==> src/rtl/fpp_pkg.sv <==
// Constants, types and pin bundles for the fast parallel port.
// Assumes one 40 MHz clock and a synchronous active-high reset everywhere.
package fpp_pkg;

   localparam int unsigned CLOCK_HZ = 40_000_000;
   localparam int unsigned IFACE_HZ = 20_000_000;
   // Half period of the interface clock in system cycles, never below one.
   localparam int unsigned IFACE_HALF_CYCLES =
      (CLOCK_HZ / (2 * IFACE_HZ)) < 1 ? 1 : (CLOCK_HZ / (2 * IFACE_HZ));

   localparam int unsigned PACKET_MAX_BYTES = 512;
   localparam int unsigned FIFO_DEPTH = 32;
   localparam int unsigned DATA_W = 16;
   localparam int unsigned ADDR_W = 9;
   localparam int unsigned LEN_W = 10;

   localparam logic CMD_SEL_COMMAND = 1'b0;
   localparam logic CMD_SEL_DATA = 1'b1;
   localparam logic [LEN_W-1:0] LEN_MAX = 10'h200;

   typedef enum logic [0:0] {
      FPP_IDLE = 1'b0,
      FPP_XFER = 1'b1
   } fpp_state_t;

   typedef struct packed {
      logic read_dir;
      logic is_data;
      logic wide;
      logic addr_en;
      logic [LEN_W-1:0] len_bytes;
      logic [ADDR_W-1:0] start_addr;
   } fpp_req_t;

   typedef struct packed {
      logic [7:0] b_out;
      logic [7:0] b_oe;
      logic [7:0] c_out;
      logic [7:0] c_oe;
      logic [7:0] d_out;
      logic [7:0] d_oe;
      logic spi_slave_select_1;
   } fpp_gpio_t;

   typedef struct packed {
      logic cmd_data_sel;
      logic read_strobe;
      logic read_strobe_lo;
      logic write_strobe;
      logic write_strobe_lo;
      logic addr_valid_out;
      logic [DATA_W-1:0] data_out;
      logic [DATA_W-1:0] data_oe;
      logic [ADDR_W-1:0] addr_out;
      logic [ADDR_W-1:0] addr_oe;
   } fpp_pins_t;

   localparam fpp_pins_t PINS_RESET = '{
      cmd_data_sel: CMD_SEL_COMMAND, read_strobe: 1'b0, read_strobe_lo: 1'b1,
      write_strobe: 1'b0, write_strobe_lo: 1'b1, addr_valid_out: 1'b0,
      data_out: 16'h0000, data_oe: 16'h0000, addr_out: 9'h000, addr_oe: 9'h000};

endpackage

==> src/rtl/fpp_fifo.sv <==
// Synchronous FIFO with valid/ready on both sides and an occupancy count.
// Assumes writer and reader share the clock; first word falls through.
`timescale 1ns/10ps
module fpp_fifo #(
   parameter int unsigned WIDTH = 16,
   parameter int unsigned DEPTH = 32
) (
   input wire logic clock,
   input wire logic rst,
   input wire logic in_valid,
   output logic in_ready,
   input wire logic [WIDTH-1:0] in_data,
   output logic out_valid,
   input wire logic out_ready,
   output logic [WIDTH-1:0] out_data,
   output logic [$clog2(DEPTH):0] count
);
   localparam int unsigned PW = $clog2(DEPTH);
   logic [WIDTH-1:0] mem [DEPTH];
   logic [PW-1:0] wr_ptr, rd_ptr, next_wr_ptr, next_rd_ptr;
   logic [PW:0] next_count;
   logic push, pop;

   assign in_ready = (count != (PW+1)'(DEPTH));
   assign out_valid = (count != '0);
   assign out_data = mem[rd_ptr];
   assign push = in_valid && in_ready;
   assign pop = out_valid && out_ready;

   always_comb begin
      next_wr_ptr = push ? PW'(wr_ptr + 1'b1) : wr_ptr;
      next_rd_ptr = pop ? PW'(rd_ptr + 1'b1) : rd_ptr;
      next_count = count;
      if (push && !pop) begin
         next_count = (PW+1)'(count + 1'b1);
      end else if (pop && !push) begin
         next_count = (PW+1)'(count - 1'b1);
      end
   end

   always_ff @(posedge clock) begin
      if (rst) begin
         wr_ptr <= '0;
         rd_ptr <= '0;
         count <= '0;
      end else begin
         wr_ptr <= next_wr_ptr;
         rd_ptr <= next_rd_ptr;
         count <= next_count;
      end
   end

   // Storage has no reset; only words already counted are ever read.
   always_ff @(posedge clock) begin
      if (push) begin
         mem[wr_ptr] <= in_data;
      end
   end
endmodule // fpp_fifo

==> src/rtl/fpp_clk_div.sv <==
// Divider making the interface clock driven out to the target.
// Assumes the system clock is the only clock; the output is a plain register.
`timescale 1ns/10ps
module fpp_clk_div #(
   parameter int unsigned HALF_CYCLES = 1
) (
   input wire logic clock,
   input wire logic rst,
   output logic clk_level,
   output logic fall_tick,
   output logic rise_tick
);
   localparam int unsigned CW = (HALF_CYCLES > 1) ? $clog2(HALF_CYCLES) : 1;
   logic [CW-1:0] cnt, next_cnt;
   logic next_level, wrap;

   assign wrap = (cnt == CW'(HALF_CYCLES - 1));
   // Ticks mark the cycle whose closing edge moves the output clock.
   assign fall_tick = wrap && clk_level;
   assign rise_tick = wrap && !clk_level;

   always_comb begin
      next_cnt = wrap ? '0 : CW'(cnt + 1'b1);
      next_level = wrap ? !clk_level : clk_level;
   end

   always_ff @(posedge clock) begin
      if (rst) begin
         cnt <= '0;
         clk_level <= 1'b0;
      end else begin
         cnt <= next_cnt;
         clk_level <= next_level;
      end
   end
endmodule // fpp_clk_div

==> src/rtl/fpp_port.sv <==
// Fast parallel port engine: moves one packet between the FIFO and the target.
// Assumes the target samples every port output on the rising interface clock edge
// and, during reads, presents data on that edge for capture at the next falling one.
`timescale 1ns/10ps
module fpp_port #(
   parameter int unsigned DEPTH = fpp_pkg::FIFO_DEPTH,
   parameter int unsigned HALF_CYCLES = fpp_pkg::IFACE_HALF_CYCLES
) (
   input wire logic clock,
   input wire logic rst,
   input wire logic req_valid,
   output logic req_ready,
   input wire fpp_pkg::fpp_req_t req,
   output logic done,
   output logic refused,
   output logic busy,
   input wire logic wr_valid,
   output logic wr_ready,
   input wire logic [fpp_pkg::DATA_W-1:0] wr_data,
   output logic rd_valid,
   input wire logic rd_ready,
   output logic [fpp_pkg::DATA_W-1:0] rd_data,
   input wire fpp_pkg::fpp_gpio_t gpio,
   output logic interface_clk_out,
   output fpp_pkg::fpp_pins_t pins,
   input wire logic [fpp_pkg::DATA_W-1:0] port_data_bus_in
);
   localparam int unsigned CNTW = $clog2(DEPTH) + 1;

   fpp_pkg::fpp_state_t state, next_state;
   fpp_pkg::fpp_pins_t next_pins;
   logic read_dir, is_data, wide, addr_en;
   logic next_read_dir, next_is_data, next_wide, next_addr_en;
   logic [fpp_pkg::LEN_W-1:0] left, next_left;
   logic [fpp_pkg::ADDR_W-1:0] addr, next_addr;
   logic next_done, next_refused;
   logic fall_tick, rise_tick;
   logic f_in_valid, f_in_ready, f_out_valid, f_out_ready;
   logic [fpp_pkg::DATA_W-1:0] f_in_data, f_out_data;
   logic [CNTW-1:0] f_count;
   logic capture_now, space_ok, move, req_bad;
   logic [fpp_pkg::LEN_W-1:0] req_elems;
   logic [CNTW:0] fill_after;

   fpp_clk_div #(.HALF_CYCLES(HALF_CYCLES)) u_div (
      .clock(clock),
      .rst(rst),
      .clk_level(interface_clk_out),
      .fall_tick(fall_tick),
      .rise_tick(rise_tick)
   );

   fpp_fifo #(.WIDTH(fpp_pkg::DATA_W), .DEPTH(DEPTH)) u_fifo (
      .clock(clock),
      .rst(rst),
      .in_valid(f_in_valid),
      .in_ready(f_in_ready),
      .in_data(f_in_data),
      .out_valid(f_out_valid),
      .out_ready(f_out_ready),
      .out_data(f_out_data),
      .count(f_count)
   );

   // A read element is taken at the falling edge that ends its strobe period.
   assign capture_now = fall_tick && pins.read_strobe;
   // The FIFO faces the host writer or the bus capture, by the latched direction.
   // Host data left from the other direction is the host's to drain first.
   assign f_in_valid = read_dir ? capture_now : wr_valid;
   assign f_in_data = read_dir ? (wide ? port_data_bus_in : {8'h00, port_data_bus_in[7:0]})
                               : wr_data;
   assign wr_ready = !read_dir && f_in_ready;
   assign rd_valid = read_dir && f_out_valid;
   assign rd_data = f_out_data;
   assign f_out_ready = read_dir ? rd_ready : (move && !read_dir);

   // Back-pressure: a new read strobe needs room for it and any capture now in flight.
   assign fill_after = (CNTW+1)'(f_count) + (CNTW+1)'(capture_now);
   assign space_ok = (fill_after < (CNTW+1)'(DEPTH));
   assign move = fall_tick && (state == fpp_pkg::FPP_XFER) && (left != '0) &&
                 (read_dir ? space_ok : f_out_valid);

   assign req_ready = (state == fpp_pkg::FPP_IDLE);
   assign busy = (state == fpp_pkg::FPP_XFER);
   assign req_elems = req.wide ? {1'b0, req.len_bytes[fpp_pkg::LEN_W-1:1]} : req.len_bytes;
   assign req_bad = (req.len_bytes == '0) || (req.len_bytes > fpp_pkg::LEN_MAX) ||
                    (req.wide && req.len_bytes[0]);

   always_comb begin
      next_state = state;
      next_read_dir = read_dir;
      next_is_data = is_data;
      next_wide = wide;
      next_addr_en = addr_en;
      next_left = left;
      next_addr = addr;
      next_done = 1'b0;
      next_refused = 1'b0;
      next_pins = pins;
      unique case (state)
         fpp_pkg::FPP_IDLE: begin
            if (req_valid) begin
               if (req_bad) begin
                  next_refused = 1'b1;
               end else begin
                  next_state = fpp_pkg::FPP_XFER;
                  next_read_dir = req.read_dir;
                  next_is_data = req.is_data;
                  next_wide = req.wide;
                  next_addr_en = req.addr_en;
                  next_left = req_elems;
                  next_addr = req.start_addr;
               end
            end
         end
         fpp_pkg::FPP_XFER: begin
            if (fall_tick) begin
               next_pins.cmd_data_sel = is_data ? fpp_pkg::CMD_SEL_DATA
                                                : fpp_pkg::CMD_SEL_COMMAND;
               next_pins.addr_valid_out = addr_en;
               next_pins.read_strobe = move && read_dir;
               next_pins.read_strobe_lo = !(move && read_dir);
               next_pins.write_strobe = move && !read_dir;
               next_pins.write_strobe_lo = !(move && !read_dir);
               if (move) begin
                  next_pins.addr_out = addr;
                  next_addr = fpp_pkg::ADDR_W'(addr + 1'b1);
                  next_left = fpp_pkg::LEN_W'(left - 1'b1);
                  if (!read_dir) begin
                     next_pins.data_out[7:0] = f_out_data[7:0];
                     if (wide) begin
                        next_pins.data_out[15:8] = f_out_data[15:8];
                     end
                  end
               end else if (left == '0) begin
                  // Last strobe period has closed; any read capture happens this edge.
                  next_pins.addr_valid_out = 1'b0;
                  next_state = fpp_pkg::FPP_IDLE;
                  next_done = 1'b1;
               end
            end
         end
      endcase
      // Lanes not claimed by the port carry the general ports, cycle by cycle.
      if (next_state == fpp_pkg::FPP_XFER) begin
         next_pins.data_oe[7:0] = next_read_dir ? 8'h00 : 8'hFF;
      end else begin
         next_pins.data_out[7:0] = gpio.b_out;
         next_pins.data_oe[7:0] = gpio.b_oe;
      end
      if (next_state == fpp_pkg::FPP_XFER && next_wide) begin
         next_pins.data_oe[15:8] = next_read_dir ? 8'h00 : 8'hFF;
      end else begin
         next_pins.data_out[15:8] = gpio.d_out;
         next_pins.data_oe[15:8] = gpio.d_oe;
      end
      if (next_state == fpp_pkg::FPP_XFER && next_addr_en) begin
         next_pins.addr_oe = 9'h1FF;
      end else begin
         next_pins.addr_out = {gpio.spi_slave_select_1, gpio.c_out};
         next_pins.addr_oe = {1'b1, gpio.c_oe};
      end
   end

   always_ff @(posedge clock) begin
      if (rst) begin
         state <= fpp_pkg::FPP_IDLE;
         read_dir <= 1'b0;
         is_data <= fpp_pkg::CMD_SEL_COMMAND;
         wide <= 1'b0;
         addr_en <= 1'b0;
         left <= '0;
         addr <= '0;
         done <= 1'b0;
         refused <= 1'b0;
         pins <= fpp_pkg::PINS_RESET;
      end else begin
         state <= next_state;
         read_dir <= next_read_dir;
         is_data <= next_is_data;
         wide <= next_wide;
         addr_en <= next_addr_en;
         left <= next_left;
         addr <= next_addr;
         done <= next_done;
         refused <= next_refused;
         pins <= next_pins;
      end
   end

   // Checking helpers: strobes issued in this packet and its start address.
   logic [fpp_pkg::LEN_W:0] strobes_sent, next_strobes_sent;
   logic [fpp_pkg::ADDR_W-1:0] start_addr_seen, next_start_addr_seen;

   always_comb begin
      next_strobes_sent = strobes_sent;
      next_start_addr_seen = start_addr_seen;
      if (req_valid && req_ready && !req_bad) begin
         next_strobes_sent = '0;
         next_start_addr_seen = req.start_addr;
      end else if (move) begin
         next_strobes_sent = (fpp_pkg::LEN_W+1)'(strobes_sent + 1'b1);
      end
   end

   always_ff @(posedge clock) begin
      if (rst) begin
         strobes_sent <= '0;
         start_addr_seen <= '0;
      end else begin
         strobes_sent <= next_strobes_sent;
         start_addr_seen <= next_start_addr_seen;
      end
   end
endmodule // fpp_port

==> config.mk <==
export PLATFORM = sky130hd
export DESIGN_NAME = fpp_port
export DESIGN_NICKNAME = d
export VERILOG_FILES = /design/src/rtl/fpp_pkg.sv /design/src/rtl/fpp_fifo.sv /design/src/rtl/fpp_clk_div.sv /design/src/rtl/fpp_port.sv
export SDC_FILE = /design/constraint.sdc
export NUM_CORES = 1
export LEC_CHECK = 0
export BUFFER_PORTS_ARGS = -buffer_cell sky130_fd_sc_hd__buf_2
export CAP_MARGIN = 20
export CORE_AREA = 2 2 289 291
export DETAILED_ROUTE_END_ITERATION = 12
export DIE_AREA = 0 0 291 293
export MAX_ROUTING_LAYER = met4
export PLACE_DENSITY = 0.56
export SLEW_MARGIN = 20
export SYNTH_ARGS = -nofsm -noshare
export SYNTH_HDL_FRONTEND = slang
export SYNTH_SLANG_ARGS = --single-unit
export TNS_END_PERCENT = 50
==> constraint.sdc <==
create_clock -name clock -period 3.4 [get_ports clock]
set_input_delay 0.68 -clock clock [delete_from_list [all_inputs] [get_ports clock]]
set_output_delay 0.68 -clock clock [all_outputs]
set_load 0.05 [all_outputs]
==> flow_summary.yaml, run 1 <==
outcome:
  status: "finished with violations"
  violations: "setup timing"
floorplan:
  start_util_pct: 29.9
  die-area_um2: 85300
  rows: 105
  core_um2: 81800
  die_h_um: 293
  io_pins: 188
  fp.dieW_um: 291
clock_network:
  root_buffer: "clkbuf_16"
  htreeDepth: 3
  cts_sinks: 617
  clkTransAtPathRegs_ns: 0.06
  clock_latency_ns: 0.61
  clockBufferDepth: 3
  cts_made_buffers: 69
  cts_tree: "done"
power_and_ir_drop:
  power_density_nw_per_um2: 572
  switching_share_pct: 24.3
  leakage_uw: 0.0102
  power.switching_uw: 4240
  pwr-share-clk_pct: 40.4
  peakVddDrop_uv: 301
  p_seq_share_pct: 48.9
  internal_power_uw: 13200
  combPwrFrac_pct: 10.7
  finalPower_uw: 17400
synth:
  yosys-top-cells-area: "edfxtp_1, mux4_2, dfxtp_1"
  synth-seq-cells: 617
  synth.distinct_cells: 61
  netlist_instances: 1379
  yosys.area.top_type_share_pct: 62.7
  yosys_warnings: 0
  synthArstFlopShare_pct: 0
  synth-main-ff-cell: "edfxtp_1"
  syn_area_per_cell_um2: 17.8
  synth_edf_count: 512
  seq_area_frac_synth_pct: 71.3
  syn-num-nets: 1502
  yosysTopAreaCell: "edfxtp_1"
  syn_area_um2: 24500
sta:
  fin_ws_ns: -0.230
  max_freq_mhz: 276
  report.final.slew_viol_count: 0
  hold_viol: 0
  fin_skew_ns: 0.0247
  slew_headroom_pct: 46.2
  rsz0062_at_grt: "true"
  tightest_slew_ns: 0.804
  setup_viol: 16
  period_minus_slack_ns: 3.63
  tns_ns: -2.72
  period_share_pct: 107
min_path:
  hold_class: "in2reg"
placed_design:
  port_buffers: 187
  place_congestion: 0.812
  post-place-ws_ns: 0.0736
  dp_hpwl_um: 41800
run:
  max_cap_viol_count: 0
drt:
  vias_per_cell: 4.96
  dr.pass1.iters: 5
  drc_errors: 0
  wl_um: 65800
  drt_iter0_drc: 1127
  ant_nets: 0
  wl_per_cell_um: 23.4
  vias: 13900
global_routing:
  grt_pass1_wl_um: 96900
  grt_usage_pct: 16.0
  grt_max_degree: 51
  grt_pass1_vias: 14200
  grt_remaining_overflow: 0
  grt_antenna_before_repair: 1
setup_path:
  critPathLaunchType: "register"
  cp-endpoint: "rd_data[5]"
  reg2reg_depth: 14
  reg2reg_from: "u_fifo.count[2]$_SDFFE_PP0P_"
  worstReg2RegEnd: "u_fifo.count[5]$_SDFFE_PP0P_"
  path_max_fanout: 5
  cpMaxStageDelayCell: "mux4_2"
  arrival_ns: 2.95
  crit_chain: "buf_12 -> buf_12 -> buf_16 -> mux4_2 -> mux4_2 -> mux2_4 -> buf_8"
  cp.required_ns: 2.72
  rrSetupSlack_ns: 0.25
  endpoint_kind: "primary output"
  critPathKind: "reg2out"
  max_stage_delay_ns: 0.53
finish:
  layout-area-overhead-vs-synth_pct: 24.4
  num_antenna_cells: 0
  drive_gt1_share_pct: 38.3
  most-common-layout-cells: "edfxtp_1, buf_2, mux4_2, dfxtp_1, nor2_1"
  layout_commonest_cell: "edfxtp_1"
  fin_nets: 1808
  utilization_pct: 37.2
worst min-delay path by stage:
stage	from	to	slack, ns	cells after the start
2_1_floorplan	left[8]$_SDFFE_PP0P_	left[8]$_SDFFE_PP0P_	0.45	2
3_3_place_gp	left[8]$_SDFFE_PP0P_	left[8]$_SDFFE_PP0P_	0.47	2
3_5_place_dp	left[1]$_SDFFE_PP0P_	left[1]$_SDFFE_PP0P_	0.49	2
4_1_cts	gpio[22]	pins[5]$_SDFF_PP0_	0.27	3
5_1_grt	gpio[19]	pins[2]$_SDFF_PP0_	0.29	3
6_report	gpio[22]	pins[5]$_SDFF_PP0_	0.30	3
routing by layer:
metal	up-vias	global-route usage [%]	part of all wire, %
met4	0	4.83	2.7
met3	106	2.91	6.1
li1	6122	-	-
met2	469	25.3	48
met5	-	-	0
met1	7219	21.0	44
power by group through the flow:
stage,Sequential (µW),Clock [µW],Combinational [µW]
floorplan,8810,0,961
global placement,8660,0,1700
detailed placement,8670,0,1730
CTS,8510,7220,1840
global route,8540,7500,2010
finish,8520,7040,1870
through the flow:
step / std cells / instance area, µm² / hold WS [ns]
2_1_floorplan: 1379 / 24500 / 0.449
3_3_place_gp: 2664 / 27700 / 0.466
3_5_place_dp: 2664 / 27700 / 0.487
4_1_cts: 2806 / 30400 / 0.266
5_1_grt: 2807 / 30500 / 0.290
6_report: 2807 / 30500 / 0.298
synthesized netlist by cell type (all sizes together), types with 9 or more instances:
| cell type | number |
|---|---|
| a211oi | 14 |
| a21oi | 54 |
| a311oi | 12 |
| a31oi | 9 |
| buf | 30 |
| clkbuf | 48 |
| dfxtp | 105 |
| edfxtp | 512 |
| ha | 13 |
| inv | 23 |
| mux2 | 25 |
| mux2i | 24 |
| mux4 | 160 |
| nand2 | 71 |
| nand3 | 12 |
| nand4 | 11 |
| nor2 | 121 |
| o21ai | 52 |
area by class of cell:
class	count	area [µm²]
Clock inverter	34	241
Timing Repair Buffer	313	2540
Multi-Input combinational cell	660	6890
Fill cell	7515	51400
Inverter	24	90.1
Clock buffer	89	1900
Sequential cell	617	17500
Tap cell	1070	1340
worst max-delay path: cells and delay by family, from the launching register on:
family	cells	cell delay, ns
mux	3	1.35
buf+inv	4	0.56
flops	1	0.41
registers in the layout (all words and copies together), names as in the netlist, named ones only:
| signal | cells |
|---|---|
| addr | 9 |
| addr_en | 1 |
| busy | 1 |
| done | 1 |
| is_data | 1 |
| left | 10 |
| pins | 56 |
| read_dir | 1 |
| refused | 1 |
| u_div.clk_level | 1 |
| u_div.cnt | 1 |
| u_fifo.count | 6 |
| u_fifo.mem | 512 |
| u_fifo.rd_ptr | 5 |
| u_fifo.wr_ptr | 5 |
| wide | 1 |
cell families after synthesis:
family / count (synthesis) / synth area share [%]
other: 1 / 0.0153
buffers and inverters: 102 / 1.70
AO/OA/AOI/OAI: 165 / 4.19
XOR/XNOR: 11 / 0.393
AND/OR/NAND/NOR: 260 / 4.82
flip-flops: 617 / 71.3
adder cells (fa/ha/maj): 14 / 0.745
multiplexers: 209 / 16.8
timing repair:
item | 4_1_cts | 5_1_grt
hold buffers | 0 | 0
endpoints found under the setup margin | 16 | 17
pin swaps | 0 | 1
gates cloned | 6 | 0
buffers inserted | 13 | 3
resized for setup | 71 | 15
(Power assumes the default switching activity.)
==> inputs of run 2 (changes only) <==
RECOVER_POWER = 50   (was not set)
==> flow_summary.yaml, run 2 (synthesis gave the netlist of run 1 again) <==
power_and_ir_drop:
  pwr-share-clk_pct: 40.5
  power_density_nw_per_um2: 575
  internal_power_uw: 13200
  power.switching_uw: 4230
  combPwrFrac_pct: 10.5
  peakVddDrop_uv: 301
  switching_share_pct: 24.3
  leakage_uw: 0.00982
  p_seq_share_pct: 49.0
finish:
  largest_reg_flops: 512
  drive_gt1_share_pct: 31.4
  n_fill_cell: 7603
  regMostFlops: "u_fifo.mem"
  fin_area_um2: 30200
  fin_cells: 2807
  layout-area-overhead-vs-synth_pct: 23.3
  num_antenna_cells: 0
  largestRegisters: "u_fifo.mem x512, pins x56, left x10"
  layout_commonest_cell: "edfxtp_1"
  fin_nets: 1808
  most-common-layout-cells: "edfxtp_1, mux4_2, buf_2, nor2_1, clkbuf_1"
drt:
  wl_per_cell_um: 23.5
  top_layer: "met4"
  dr.pass1.iters: 5
  drt_iter0_drc: 1107
  vias: 13900
  drc_errors: 0
  vias_per_cell: 4.96
  ant_nets: 0
  wirelength_met1_um: 28900
  met3_length_um: 3820
  wl_met2_um: 31300
  wl_um: 65800
global_routing:
  grt_pass1_wl_um: 96900
  grt_usage_pct: 16.0
  grt_antenna_before_repair: 1
  grt_pass1_vias: 14200
  grt_remaining_overflow: 0
  grt_max_degree: 51
clock_network:
  clockBufferDepth: 3
  cts_sinks: 617
  htreeDepth: 3
  holdBufCountCts: 0
  clkTransAtPathRegs_ns: 0.06
  cts_made_buffers: 69
  cts_tree: "done"
  root_buffer: "clkbuf_16"
  clock_latency_ns: 0.61
placed_design:
  dp_cells: 2664
  place_congestion: 0.812
  place_area_um2: 27700
  dp_hpwl_um: 41800
  port_buffers: 187
floorplan:
  io_pins: 188
  die-area_um2: 85300
  die_h_um: 293
  rows: 105
  start_util_pct: 29.9
  core_um2: 81800
  fp.dieW_um: 291
min_path:
  hold_class: "in2reg"
sta:
  period_minus_slack_ns: 3.62
  hold_viol: 0
  max_freq_mhz: 276
  tightest_slew_ns: 2.40
  setup_viol: 16
  period_share_pct: 106
  slew_headroom_pct: -59.7
  rsz0062_at_grt: "true"
  fin_skew_ns: 0.0241
  report.final.slew_viol_count: 51
  fin_ws_ns: -0.221
setup_path:
  arrival_ns: 2.94
  endpoint_kind: "primary output"
  path_max_fanout: 5
  max_stage_delay_ns: 0.53
  critPathLaunchType: "register"
  critPathKind: "reg2out"
  crit_chain: "buf_12 -> buf_12 -> buf_16 -> mux4_2 -> mux4_2 -> mux2_4 -> buf_8"
  cp.required_ns: 2.72
  cpMaxStageDelayCell: "mux4_2"
run:
  max_cap_viol_count: 1
outcome:
  violations: "capacitance limit, slew limit, setup timing"
  status: "finished with violations"
-- run 2: cell count changes in the layout (fill, tap and decap cells not counted), moves of 19 or more --
cell      before  now
clkbuf_1      15  107
nor2_1        88  107
nor2_2        33   14
buf_4         87   52
buf_2        170  110
-- run 2: what timing repair did --
| item | in CTS | in global routing |
|---|---|---|
| pin swaps | 0 | 1 |
| endpoints found under the setup margin | 16 | 17 |
| cloned | 6 | 0 |
| buffers inserted | 13 | 3 |
| resized for setup | 71 | 15 |
-- run 2: path summary, 6_finish.rpt --
check | from | end | slack (ns) | cells past startpoint
min reg2reg | pins[40]$_SDFFE_PP0P_ | pins[40]$_SDFFE_PP0P_ | 0.50 | 2
max | register | rd_data[5] | -0.22 | 7
max reg2reg | read_dir$_SDFF_PP0_ | pins[37]$_SDFFE_PP0P_ | 0.10 | 7
min | gpio[22] | pins[5]$_SDFF_PP0_ | 0.30 | 3
-- run 2: layer usage --
| metal | track usage, % | vias up |
|---|---|---|
| met3 | 2.91 | 108 |
| li1 | - | 6119 |
| met4 | 4.83 | 0 |
| met5 | - | - |
| met2 | 25.3 | 464 |
| met1 | 21.0 | 7236 |
-- run 2: layout make-up --
cell class / count / area [µm²] / area share [%]
repair buffers: 313 / 2320 / 7.68
clock inverters: 34 / 241 / 0.799
well taps: 1070 / 1340 / 4.43
inverters: 24 / 90.1 / 0.298
clock buffers: 89 / 1900 / 6.28
multi-input cells: 660 / 6840 / 22.6
flip-flops and latches: 617 / 17500 / 57.9
-- run 2: through the flow --
step	TNS, ns	setup WS, ns	power [µW]	hold slack (ns)	utilization (%)
after floorplan	0	0.00723	9770	0.449	-
after detailed placement	0	0.0736	10400	0.487	33.8
after global routing	-4.59	-0.298	18000	0.290	36.9
after global placement	0	0.126	10400	0.466	33.8
final	-2.80	-0.221	17400	0.296	36.9
after CTS	-3.46	-0.269	17600	0.266	37.2
-- run 2: worst max-delay path: cells and delay by family, from the launching register on --
kind | cells | cell delay [ns]
mux | 3 | 1.34
buf+inv | 4 | 0.56
flops | 1 | 0.41
-- run 2: power by group through the flow --
stage	Clock (µW)	Sequential, µW	Combinational (µW)
after global routing	7500	8550	1970
after global placement	0	8660	1700
after CTS	7220	8510	1840
after detailed placement	0	8670	1730
final	7040	8530	1830
after floorplan	0	8810	961
